**src/include/pmw_consts.svh**
```systemverilog
// Register map, field positions and widths of the power mode controller
// Assumes a 32-bit APB register bus with an 8-bit byte address
`ifndef PMW_CONSTS_SVH
`define PMW_CONSTS_SVH
// ****************************************************************
// Register byte addresses
// ****************************************************************
`define PMW_A_CTRL     8'h00
`define PMW_A_STAT     8'h04
`define PMW_A_WEN      8'h08
`define PMW_A_WPEND    8'h0c
`define PMW_A_DIOEDGE  8'h10
`define PMW_A_CMPCFG   8'h14
`define PMW_A_TMR0LO   8'h20
`define PMW_A_TMR0HI   8'h24
`define PMW_A_TMR1LO   8'h28
`define PMW_A_TMR1HI   8'h2c
`define PMW_A_PCNT0    8'h30
`define PMW_A_PCNT1    8'h34
// ****************************************************************
// Control register fields
// ****************************************************************
`define PMW_C_SLEEP    0
`define PMW_C_DEEP     1
`define PMW_C_DOZE     2
`define PMW_C_RAMRET   3
`define PMW_C_OSCOFF   4
`define PMW_C_TMROFF   5
`define PMW_C_ANAON    6
`define PMW_C_DEB      7
`define PMW_CTRL_RST   9'h040
// ****************************************************************
// Wake sources and widths
// ****************************************************************
`define PMW_NDIO       8
`define PMW_NSRC       14
`define PMW_W_TMR      8
`define PMW_W_PCNT     10
`define PMW_W_CMP      12
`define PMW_TMR_W      35
`define PMW_TMR_HI_W   3
`define PMW_PCNT_W     16
`endif

```
**src/include/pmw_pkg.sv**
```systemverilog
// Types shared by the power mode controller
// Assumes nothing of its surroundings
package pmw_pkg;
    typedef enum logic [2:0] {
        ST_ACTIVE   = 3'h0,
        ST_DOZE     = 3'h1,
        ST_SLEEP    = 3'h2,
        ST_DEEP     = 3'h3,
        ST_WAKE_BOD = 3'h4,
        ST_WAKE_OSC = 3'h5,
        ST_WAKE_PWR = 3'h6,
        ST_WAKE_RST = 3'h7
    } pmw_state_t;
endpackage

```
**src/core/pmw_power_wakeup_ctrl.sv**
```systemverilog
// Power mode, domain switching and wake-up controller with APB registers
// Assumes one 250 MHz clock; pins and analogue levels arrive asynchronous
//
// Functional notes
// [RULE_01] Three modes: active, sleep, deep sleep, each a set of domains.
// [RULE_02] Always-on side stays up; timers and 32k oscillator switchable.
// [RULE_03] Digital domain is off in sleep.
// [RULE_04] Analogue domain off in sleep, software switched when active.
// [RULE_05] RAM powered in sleep only if retention chosen before entry.
// [RULE_06] Radio powered only on baseband request, never in sleep.
// [RULE_07] Doze halts CPU; any interrupt request ends it.
// [RULE_08] I/O pin state is held through sleep.
// [RULE_09] Both analogue outputs go high impedance on sleep entry.
// [RULE_10] Switched-off 32k oscillator restarts on any wake event.
// [RULE_11] Wake only from enabled pin, timer, counter or comparator events.
// [RULE_12] Pending wake at sleep request wakes at once; software clears.
// [RULE_13] Wake: brown-out check, 32M oscillator stable, power, then reset.
// [RULE_14] Two 35-bit timers on 32k ticks, wake, keep counting.
// [RULE_15] Each pin wakes on selectable edge, even in alternate use.
// [RULE_16] Comparators wake on selected edge; levels readable.
// [RULE_17] Software sets comparator negative input to pin before sleep.
// [RULE_18] Two 16-bit pulse counters wake and never stop counting.
// [RULE_19] Counters wake without 32k oscillator unless debounce selected.
// [RULE_20] Deep sleep: all off; pin event exit gives full chip reset.
// [RULE_21] Status shows wake-from-sleep reset and pending wake sources.
`timescale 1ns/1ns
`include "pmw_consts.svh"

module pmw_power_wakeup_ctrl (
    // Clock, reset, enable
    input  wire logic                 clk,
    input  wire logic                 rst,
    input  wire logic                 ce,
    // APB slave
    input  wire logic                 psel,
    input  wire logic                 penable,
    input  wire logic                 pwrite,
    input  wire logic [7:0]           paddr,
    input  wire logic [31:0]          pwdata,
    output logic                      pready,
    output logic [31:0]               prdata,
    output logic                      pslverr,
    // Pins and analogue levels
    input  wire logic                 externalResetPinN,
    input  wire logic [`PMW_NDIO-1:0] generalIoPin,
    input  wire logic [1:0]           pulsePin,
    input  wire logic [1:0]           cmpLevel,
    input  wire logic                 osc32Clk,
    input  wire logic                 bodOk,
    input  wire logic                 osc32mStable,
    // On-chip requests
    input  wire logic                 irqAny,
    input  wire logic                 radioReq,
    // Domain and sequencing controls
    output logic                      pwrDigital,
    output logic                      pwrAnalog,
    output logic                      pwrRam,
    output logic                      pwrRadio,
    output logic                      cpuHalt,
    output logic                      cpuReset,
    output logic                      chipReset,
    output logic                      ioHold,
    output logic                      dacHiZ,
    output logic                      osc32Enable,
    output logic                      osc32mEnable,
    output logic                      wakeTimersOn
);
    // ****************************************************************
    // Synchronisers: stage 1 feeds stage 2 only, stage 3 for edges
    // ****************************************************************
    localparam int NS = `PMW_NDIO + 8;
    logic [NS-1:0] syn1_reg, syn2_reg, syn3_reg;
    always_ff @(posedge clk) begin
        if (rst) begin
            syn1_reg <= '0;
            syn2_reg <= '0;
            syn3_reg <= '0;
        end else if (ce) begin
            syn1_reg <= {bodOk, osc32mStable, externalResetPinN, osc32Clk,
                         cmpLevel, pulsePin, generalIoPin};
            syn2_reg <= syn1_reg;
            syn3_reg <= syn2_reg;
        end
    end
    logic [`PMW_NDIO-1:0] dioNow, dioOld;
    logic [1:0] pulseNow, cmpNow, cmpOld;
    logic tick, pinRst, rstAll, bodOkS, oscStableS;
    assign dioNow     = syn2_reg[`PMW_NDIO-1:0];
    assign dioOld     = syn3_reg[`PMW_NDIO-1:0];
    assign pulseNow   = syn2_reg[`PMW_NDIO+1:`PMW_NDIO];
    assign cmpNow     = syn2_reg[`PMW_NDIO+3:`PMW_NDIO+2];
    assign cmpOld     = syn3_reg[`PMW_NDIO+3:`PMW_NDIO+2];
    assign tick       = syn2_reg[NS-4] & ~syn3_reg[NS-4] & osc32Enable;
    assign pinRst     = ~syn2_reg[NS-3];
    assign oscStableS = syn2_reg[NS-2];
    assign bodOkS     = syn2_reg[NS-1];
    // External pin acts as a reset; sync stages keep the pure reset
    assign rstAll     = rst | pinRst; // [RULE_20]

    // ****************************************************************
    // APB slave: one wait state, answer always from flops
    // ****************************************************************
    logic apbAcc, apbDone, wrDone, mapped;
    logic [31:0] rdNext;
    assign apbAcc  = psel & penable & ~pready;
    assign apbDone = psel & penable & pready;
    assign wrDone  = apbDone & pwrite & ~pslverr & ce;

    logic [8:0]           ctrl_reg;
    logic [`PMW_NSRC-1:0] wen_reg, pend_reg, ev;
    logic [`PMW_NDIO-1:0] dioEdge_reg;
    logic [1:0]           cmpEdge_reg;
    logic                 fromSleep_reg, fromDeep_reg;
    logic [`PMW_TMR_W-1:0]  tmrCnt_reg [2];
    logic [`PMW_PCNT_W-1:0] pcnt_reg [2], pref_reg [2];
    pmw_pkg::pmw_state_t state_reg, stateNext;

    always_comb begin
        mapped = 1'b1;
        rdNext = '0;
        if (paddr == `PMW_A_CTRL) begin
            rdNext[8:0] = ctrl_reg;
        end else if (paddr == `PMW_A_STAT) begin
            rdNext[2:0] = state_reg;
            rdNext[3]   = fromSleep_reg; // [RULE_21]
            rdNext[4]   = fromDeep_reg;
        end else if (paddr == `PMW_A_WEN) begin
            rdNext[`PMW_NSRC-1:0] = wen_reg;
        end else if (paddr == `PMW_A_WPEND) begin
            rdNext[`PMW_NSRC-1:0] = pend_reg; // [RULE_21]
        end else if (paddr == `PMW_A_DIOEDGE) begin
            rdNext[`PMW_NDIO-1:0] = dioEdge_reg;
        end else if (paddr == `PMW_A_CMPCFG) begin
            rdNext[3:0] = {cmpNow, cmpEdge_reg}; // [RULE_16]
        end else if (paddr == `PMW_A_TMR0LO) begin
            rdNext = tmrCnt_reg[0][31:0];
        end else if (paddr == `PMW_A_TMR0HI) begin
            rdNext[`PMW_TMR_HI_W-1:0] = tmrCnt_reg[0][`PMW_TMR_W-1:32];
        end else if (paddr == `PMW_A_TMR1LO) begin
            rdNext = tmrCnt_reg[1][31:0];
        end else if (paddr == `PMW_A_TMR1HI) begin
            rdNext[`PMW_TMR_HI_W-1:0] = tmrCnt_reg[1][`PMW_TMR_W-1:32];
        end else if (paddr == `PMW_A_PCNT0) begin
            rdNext = {pref_reg[0], pcnt_reg[0]};
        end else if (paddr == `PMW_A_PCNT1) begin
            rdNext = {pref_reg[1], pcnt_reg[1]};
        end else begin
            mapped = 1'b0;
        end
    end

    always_ff @(posedge clk) begin
        if (rstAll) begin
            pready  <= 1'b0;
            prdata  <= '0;
            pslverr <= 1'b0;
        end else if (ce) begin
            pready  <= apbAcc;
            prdata  <= (apbAcc & ~pwrite) ? rdNext : '0;
            pslverr <= apbAcc & ~mapped;
        end
    end

    logic wrCtrl;
    assign wrCtrl = wrDone & (paddr == `PMW_A_CTRL);

    // ****************************************************************
    // Configuration registers
    // ****************************************************************
    always_ff @(posedge clk) begin
        if (rstAll) begin
            ctrl_reg    <= `PMW_CTRL_RST;
            wen_reg     <= '0;
            dioEdge_reg <= '0;
            cmpEdge_reg <= '0;
        end else if (wrDone) begin
            if (paddr == `PMW_A_CTRL) begin
                // Request bits are strobes and are not stored
                ctrl_reg <= {pwdata[8:3], 3'h0};
            end else if (paddr == `PMW_A_WEN) begin
                wen_reg <= pwdata[`PMW_NSRC-1:0];
            end else if (paddr == `PMW_A_DIOEDGE) begin
                dioEdge_reg <= pwdata[`PMW_NDIO-1:0];
            end else if (paddr == `PMW_A_CMPCFG) begin
                cmpEdge_reg <= pwdata[1:0];
            end
        end
    end

    // ****************************************************************
    // Wake sources
    // ****************************************************************
    // Pin edges are seen at the pad, so alternate functions do not matter
    assign ev[`PMW_NDIO-1:0] = (dioEdge_reg & dioNow & ~dioOld) |
                               (~dioEdge_reg & ~dioNow & dioOld); // [RULE_15]
    assign ev[`PMW_W_CMP+1:`PMW_W_CMP] = (cmpEdge_reg & cmpNow & ~cmpOld) |
        (~cmpEdge_reg & ~cmpNow & cmpOld); // [RULE_16]

    logic timersRun;
    assign timersRun = wakeTimersOn;

    genvar g;
    generate
        for (g = 0; g < 2; g++) begin : gChan
            logic wrLo, wrHi, wrRef, deb, pulseIn, debSmp_reg, filt_reg;
            logic pulseOld_reg;
            assign wrLo  = wrDone & (paddr == `PMW_A_TMR0LO + 8'(8 * g));
            assign wrHi  = wrDone & (paddr == `PMW_A_TMR0HI + 8'(8 * g));
            assign wrRef = wrDone & (paddr == `PMW_A_PCNT0 + 8'(4 * g));
            // Down counter fires on reaching zero and then wraps on
            assign ev[`PMW_W_TMR+g] = tick & timersRun &
                (tmrCnt_reg[g] == `PMW_TMR_W'(1)); // [RULE_14]
            always_ff @(posedge clk) begin
                if (rstAll) begin
                    tmrCnt_reg[g] <= '0;
                end else if (wrLo) begin
                    tmrCnt_reg[g][31:0] <= pwdata;
                end else if (wrHi) begin
                    tmrCnt_reg[g][`PMW_TMR_W-1:32] <=
                        pwdata[`PMW_TMR_HI_W-1:0];
                end else if (ce & tick & timersRun) begin
                    tmrCnt_reg[g] <= tmrCnt_reg[g] - 1'b1; // [RULE_14]
                end
            end
            // Debounce needs the 32k tick; without it the raw pin counts
            assign deb     = ctrl_reg[`PMW_C_DEB+g];
            assign pulseIn = deb ? filt_reg : pulseNow[g]; // [RULE_19]
            assign ev[`PMW_W_PCNT+g] = pulseIn & ~pulseOld_reg &
                (pcnt_reg[g] + 1'b1 == pref_reg[g]); // [RULE_18]
            always_ff @(posedge clk) begin
                if (rstAll) begin
                    debSmp_reg   <= 1'b0;
                    filt_reg     <= 1'b0;
                    pulseOld_reg <= 1'b0;
                    pcnt_reg[g]  <= '0;
                    pref_reg[g]  <= '0;
                end else if (ce) begin
                    if (tick) begin
                        debSmp_reg <= pulseNow[g];
                        if (debSmp_reg == pulseNow[g]) begin
                            filt_reg <= debSmp_reg;
                        end
                    end
                    pulseOld_reg <= pulseIn;
                    // Counting never pauses for a wake or a write
                    if (pulseIn & ~pulseOld_reg) begin
                        pcnt_reg[g] <= pcnt_reg[g] + 1'b1; // [RULE_18]
                    end
                    if (wrRef) begin
                        pref_reg[g] <= pwdata[`PMW_PCNT_W-1:0];
                    end
                end
            end
        end
    endgenerate

    // Set wins over a write-one clear in the same cycle
    always_ff @(posedge clk) begin
        if (rstAll) begin
            pend_reg <= '0;
        end else if (ce) begin
            pend_reg <= (pend_reg &
                ~((wrDone & (paddr == `PMW_A_WPEND)) ?
                  pwdata[`PMW_NSRC-1:0] : '0)) | ev; // [RULE_21]
        end
    end

    logic wakeAny, wakeDio;
    assign wakeAny = |(pend_reg & wen_reg); // [RULE_11]
    assign wakeDio = |(pend_reg[`PMW_NDIO-1:0] & wen_reg[`PMW_NDIO-1:0]);

    // ****************************************************************
    // Mode sequencer
    // ****************************************************************
    always_comb begin
        stateNext = state_reg;
        case (state_reg)
            pmw_pkg::ST_ACTIVE: begin
                if (wrCtrl & pwdata[`PMW_C_DEEP]) begin
                    stateNext = pmw_pkg::ST_DEEP;
                end else if (wrCtrl & pwdata[`PMW_C_SLEEP]) begin
                    stateNext = pmw_pkg::ST_SLEEP;
                end else if (wrCtrl & pwdata[`PMW_C_DOZE]) begin
                    stateNext = pmw_pkg::ST_DOZE; // [RULE_07]
                end
            end
            pmw_pkg::ST_DOZE: begin
                if (irqAny) begin
                    stateNext = pmw_pkg::ST_ACTIVE; // [RULE_07]
                end
            end
            pmw_pkg::ST_SLEEP: begin
                // A leftover enabled pending event wakes straight away
                if (wakeAny) begin
                    stateNext = pmw_pkg::ST_WAKE_BOD; // [RULE_12]
                end
            end
            pmw_pkg::ST_DEEP: begin
                if (wakeDio) begin
                    stateNext = pmw_pkg::ST_WAKE_BOD; // [RULE_20]
                end
            end
            pmw_pkg::ST_WAKE_BOD: begin
                if (bodOkS) begin
                    stateNext = pmw_pkg::ST_WAKE_OSC; // [RULE_13]
                end
            end
            pmw_pkg::ST_WAKE_OSC: begin
                if (oscStableS) begin
                    stateNext = pmw_pkg::ST_WAKE_PWR; // [RULE_13]
                end
            end
            pmw_pkg::ST_WAKE_PWR: stateNext = pmw_pkg::ST_WAKE_RST;
            pmw_pkg::ST_WAKE_RST: stateNext = pmw_pkg::ST_ACTIVE;
            default:              stateNext = pmw_pkg::ST_ACTIVE;
        endcase
        if (~ce) begin
            stateNext = state_reg;
        end
    end

    logic inSleep, inDeep, inRun, inWake, ramRet, oscOff, tmrOff, wakeDeep;
    // Origin must count in the first wake cycle, before the flag updates
    assign wakeDeep = (state_reg == pmw_pkg::ST_DEEP) |
                      (fromDeep_reg & (state_reg != pmw_pkg::ST_SLEEP));
    assign inSleep = (stateNext == pmw_pkg::ST_SLEEP);
    assign inDeep  = (stateNext == pmw_pkg::ST_DEEP);
    assign inRun   = (stateNext == pmw_pkg::ST_ACTIVE) |
                     (stateNext == pmw_pkg::ST_DOZE);
    assign inWake  = ~inRun & ~inSleep & ~inDeep;
    // Sleep options are taken from the same write that requests sleep
    assign ramRet  = wrCtrl ? pwdata[`PMW_C_RAMRET] : ctrl_reg[`PMW_C_RAMRET];
    assign oscOff  = wrCtrl ? pwdata[`PMW_C_OSCOFF] : ctrl_reg[`PMW_C_OSCOFF];
    assign tmrOff  = wrCtrl ? pwdata[`PMW_C_TMROFF] : ctrl_reg[`PMW_C_TMROFF];

    // Outputs follow the next state so they leave flops with it
    always_ff @(posedge clk) begin
        if (rstAll) begin
            state_reg    <= pmw_pkg::ST_ACTIVE;
            pwrDigital   <= 1'b1;
            pwrAnalog    <= 1'b1;
            pwrRam       <= 1'b1;
            pwrRadio     <= 1'b0;
            cpuHalt      <= 1'b0;
            cpuReset     <= 1'b0;
            chipReset    <= 1'b0;
            ioHold       <= 1'b0;
            dacHiZ       <= 1'b0;
            osc32Enable  <= 1'b1;
            osc32mEnable <= 1'b1;
            wakeTimersOn <= 1'b1;
        end else if (ce) begin
            state_reg    <= stateNext; // [RULE_01]
            pwrDigital   <= inRun | (stateNext == pmw_pkg::ST_WAKE_PWR) |
                            (stateNext == pmw_pkg::ST_WAKE_RST); // [RULE_03]
            pwrAnalog    <= inRun & ctrl_reg[`PMW_C_ANAON]; // [RULE_04]
            pwrRam       <= inRun | inWake | (inSleep & ramRet); // [RULE_05]
            pwrRadio     <= inRun & radioReq; // [RULE_06]
            cpuHalt      <= (stateNext == pmw_pkg::ST_DOZE); // [RULE_07]
            cpuReset     <= ~inRun; // [RULE_13]
            chipReset    <= inWake & wakeDeep; // [RULE_20]
            ioHold       <= ~inRun; // [RULE_08]
            dacHiZ       <= ~inRun; // [RULE_09]
            osc32Enable  <= ~inDeep & ~(inSleep & oscOff & ~wakeAny) &
                            ~(inWake & wakeDeep); // [RULE_10]
            osc32mEnable <= inRun | (inWake &
                            (stateNext != pmw_pkg::ST_WAKE_BOD)); // [RULE_13]
            wakeTimersOn <= ~inDeep & ~(inSleep & tmrOff); // [RULE_02]
        end
    end

    // Reset cause kept until the next wake from sleep or deep sleep
    always_ff @(posedge clk) begin
        if (rstAll) begin
            fromSleep_reg <= 1'b0;
            fromDeep_reg  <= 1'b0;
        end else if (ce) begin
            if (state_reg == pmw_pkg::ST_SLEEP && inWake) begin
                fromSleep_reg <= 1'b1; // [RULE_21]
                fromDeep_reg  <= 1'b0;
            end else if (state_reg == pmw_pkg::ST_DEEP && inWake) begin
                fromSleep_reg <= 1'b0;
                fromDeep_reg  <= 1'b1; // [RULE_20]
            end
        end
    end
endmodule // pmw_power_wakeup_ctrl

```
**config.mk**
```make
export PLATFORM = sky130hd
export DESIGN_NAME = pmw_power_wakeup_ctrl
export DESIGN_NICKNAME = d
export VERILOG_FILES = /design/src/include/pmw_pkg.sv /design/src/core/pmw_power_wakeup_ctrl.sv
export VERILOG_INCLUDE_DIRS = /design/src /design/src/include
export SDC_FILE = /design/constraint.sdc
export NUM_CORES = 1
export LEC_CHECK = 0
export BUFFER_PORTS_ARGS = -buffer_cell sky130_fd_sc_hd__buf_2
export CORE_ASPECT_RATIO = 0.8
export CORE_MARGIN = 2
export CORE_UTILIZATION = 35
export CTS_CLUSTER_DIAMETER = 100
export DETAILED_ROUTE_END_ITERATION = 8
export RECOVER_POWER = 25
export SLEW_MARGIN = 15
export SYNTH_ARGS = -nofsm -noshare
export SYNTH_HDL_FRONTEND = slang
export SYNTH_SLANG_ARGS = --single-unit
```
**constraint.sdc**
```tcl
create_clock -name clk -period 2.7 [get_ports clk]
set_input_delay 0.135 -clock clk [delete_from_list [all_inputs] [get_ports clk]]
set_output_delay 0.135 -clock clk [all_outputs]
set_load 0.01 [all_outputs]
```
==> results.py <==
metrics = {
    "job": {
        "cap_violations": 0,
    },
    "synth": {
        "synth_most_common_cell": "nand2_1",
        "ys_seq_elements": 276,
        "synth_top_area_frac": 0.2708,
        "avgSynthCellArea_um2": 9.172,
        "ys_top_cells_by_count": "nand2_1 (212), nor2_1 (165), dfxtp_1 (142), edfxtp_1 (134), o21ai_0 (112)",
        "yosysTopAreaCell": "edfxtp_1",
        "synthCells": 1620,
        "synthFlopType": "dfxtp_1",
        "synth_area_leaders": "edfxtp_1 (27%), dfxtp_1 (19%), nand2_1 (5.4%)",
        "ys_seq_area_frac": 0.4621,
        "synthArstFlopShare": 0,
        "ys_types": 81,
        "synth_edf_count": 134,
        "yosysWarnings": 0,
        "synth_area_um2": 14860,
        "syn_nets": 1690,
    },
    "floorplan": {
        "ioPinCount": 110,
        "dieArea_um2": 44130,
        "start_util": 0.3545,
        "row_count": 67,
        "dieHeight_um": 188.3,
        "die_w_um": 234.4,
        "core_um2": 41920,
    },
    "cts": {
        "clk_pin_slew_worst_paths_ns": 0.06,
        "htreeDepth": 2,
        "clockBufferDepth": 3,
        "root_buffer": "clkbuf_16",
        "clkLatencyLatePin_ns": 0.53,
        "cts_setup_buffers": 0,
        "cts_sinks": 276,
        "tritoncts": "done",
        "numCtsBuffers": 34,
    },
    "timing": {
        "setup_viol": 0,
        "post-route-min-period_ns": 2.536,
        "fin_crit_sh": 0.9394,
        "maxSlewViolCount": 0,
        "tns_ns": 0,
        "skew_ns": 0.03545,
        "rsz0062_at_grt": "false",
        "fmax_mhz": 394.3,
        "fin_hold_ws_ns": 0.03570,
        "worst_pin_slew_ns": 1.393,
        "slew_headroom": 0.07143,
        "final-hold-violation-count": 0,
        "fin_ws_ns": 0.1636,
    },
    "drt": {
        "dr.pass1.iters": 7,
        "highest_layer": "met4",
        "dr_wl_met3_um": 4496,
        "vias_per_cell": 5.616,
        "route.met2.wl_um": 22530,
        "wl_per_cell_um": 21.59,
        "drc_errors": 0,
        "drt_iter0_drc": 1529,
        "routed_wl_um": 50780,
        "antenna_left": 0,
        "vias": 13210,
        "wl_met1_um": 22230,
    },
    "power": {
        "ir_drop_uv": 343.7,
        "leakagePower_nw": 6.630,
        "combPwrFrac": 0.093,
        "intPower_mw": 7.558,
        "powerDensity_nw_per_um2": 563.1,
        "power.share.clock": 0.456,
        "swShare": 0.2452,
        "power_mw": 10.01,
        "power_frac_seq": 0.450,
        "p_switching_mw": 2.455,
    },
    "final_layout": {
        "ff_latch_area_um2": 6868,
        "fin_cells": 2352,
        "finish.utilization": 0.4242,
        "antenna_cells": 0,
        "layout-drive-gt1-share": 0.1311,
        "nets": 1846,
        "largest_reg_flops": 70,
        "nFillCells": 4093,
        "multiInputGateArea_um2": 7526,
        "final_cell_area_um2": 17780,
        "area.growth.synth_to_final_pct": 19.66,
    },
    "worst_setup_path": {
        "crit_required_ns": 3.16,
        "slowest_stage": "edfxtp_1",
        "path_max_fanout": 5,
        "critPathArrivalTime_ns": 2.99,
        "end_kind": "flip-flop",
        "crit_buf_inv": 0,
        "cpPeakStageDelay_ns": 0.50,
        "critPathLaunchType": "flip-flop",
        "critical-path-top-delay-family": "simple AND/OR/NAND/NOR gates",
        "path_cells": "ha_1, nand2_1, nor2_4, and3_2, xnor2_1, a2111o_1, or4_1, o21ai_1",
        "timing_worst_setup_path_type": "flip-flop to flip-flop",
    },
    "global_route": {
        "track_usage": 0.2275,
        "grt_remaining_overflow": 0,
        "grt_max_degree": 62,
        "grt_pass1_wl_um": 76460,
        "grt_pass1_vias": 12310,
        "grt_antenna_before_repair": 1,
    },
    "status": {
        "status": "completed",
    },
    "hold_path": {
        "hold_class": "input pin to flip-flop",
    },
    "placed_design": {
        "pre_cts_slack_ns": 0.1489,
        "place_hpwl_um": 36440,
        "dpl_cell_area_um2": 16310,
        "globalplace.congestion": 0.9630,
        "dp.cells": 2249,
        "portBuffers": 109,
    },
}
-- timing repair --
item	CTS	global route
resized for setup	0	2
endpoints found under the hold margin	66	0
setup endpoints to repair	0	3
hold buffers	43	0
-- worst register-to-register path: stages, from the launching register on --
cell      delay [ns]
edfxtp_1        0.50
ha_1            0.30
nand2_1         0.22
nor2_4          0.08
and3_2          0.24
xnor2_1         0.14
a2111o_1        0.40
or4_1           0.47
o21ai_1         0.14
-- cell families (layout without fill, tap and decap cells) --
family,count (synthesis),in the layout,share of synthesized area
simple gates,642,642,0.2196
compound gates,373,373,0.1553
flops,276,276,0.4621
buf+inv,125,305,0.03419
xor+xnor,121,121,0.07132
mux,76,76,0.05179
fa+ha+maj,7,7,0.005726
-- worst paths after layout --
| kind | start | endpoint | slack, ns | cells after the start |
|---|---|---|---|---|
| worst max-delay path | pcnt_reg[1][1] | pend_reg[11] | 0.16 | 8 |
| worst min-delay path | pwdata[5] | wen_reg[5] | 0.04 | 3 |
| worst max register to register | pcnt_reg[1][1] | pend_reg[11] | 0.16 | 8 |
| worst min register to register | gChan[1].debSmp_reg | gChan[1].debSmp_reg | 0.46 | 2 |
-- layout by cell type, fill, tap and decap left out, types with 16 or more instances in the layout --
cell and instances:
nand2_1 212, nor2_1 163, dfxtp_1 141, edfxtp_1 134, o21ai_0 111, a21oi_1 98, mux2i_1 69, buf_4 68
xnor2_1 66, buf_2 61, clkbuf_1 60, xor2_1 55, nand3_1 48, a22oi_1 48, dlygate4sd3_1 43, and2_1 40
clkbuf_16 38, nor3_1 22, nand4_1 20, inv_1 17, and3_1 16, o211ai_1 16, nor4_1 16, o21ai_1 16
-- layer usage --
metal  vias up  global-route usage
li1       6170                   -
met1      6380              0.3237
met2       566              0.3435
met3        93             0.04812
met4         0             0.07257
met5         -                   0
-- power groups by stage --
stage,sequential (mW),clock (mW),combinational (mW)
after CTS,4.51,4.64,0.926
after detailed placement,4.60,0,0.873
after global routing,4.52,4.79,1.02
after floorplan,4.57,0,0.590
final,4.51,4.57,0.936
after global placement,4.60,0,0.867
-- final cells by class --
type | count | share of cell area
Multi-Input combinational cell | 1219 | 0.4233
Sequential cell | 276 | 0.3863
Timing Repair Buffer | 228 | 0.08571
Inverter | 17 | 0.003589
Clock inverter | 6 | 0.002111
Clock buffer | 54 | 0.06024
Tap cell | 552 | 0.03884
Power figures use the tool's default switching activity.
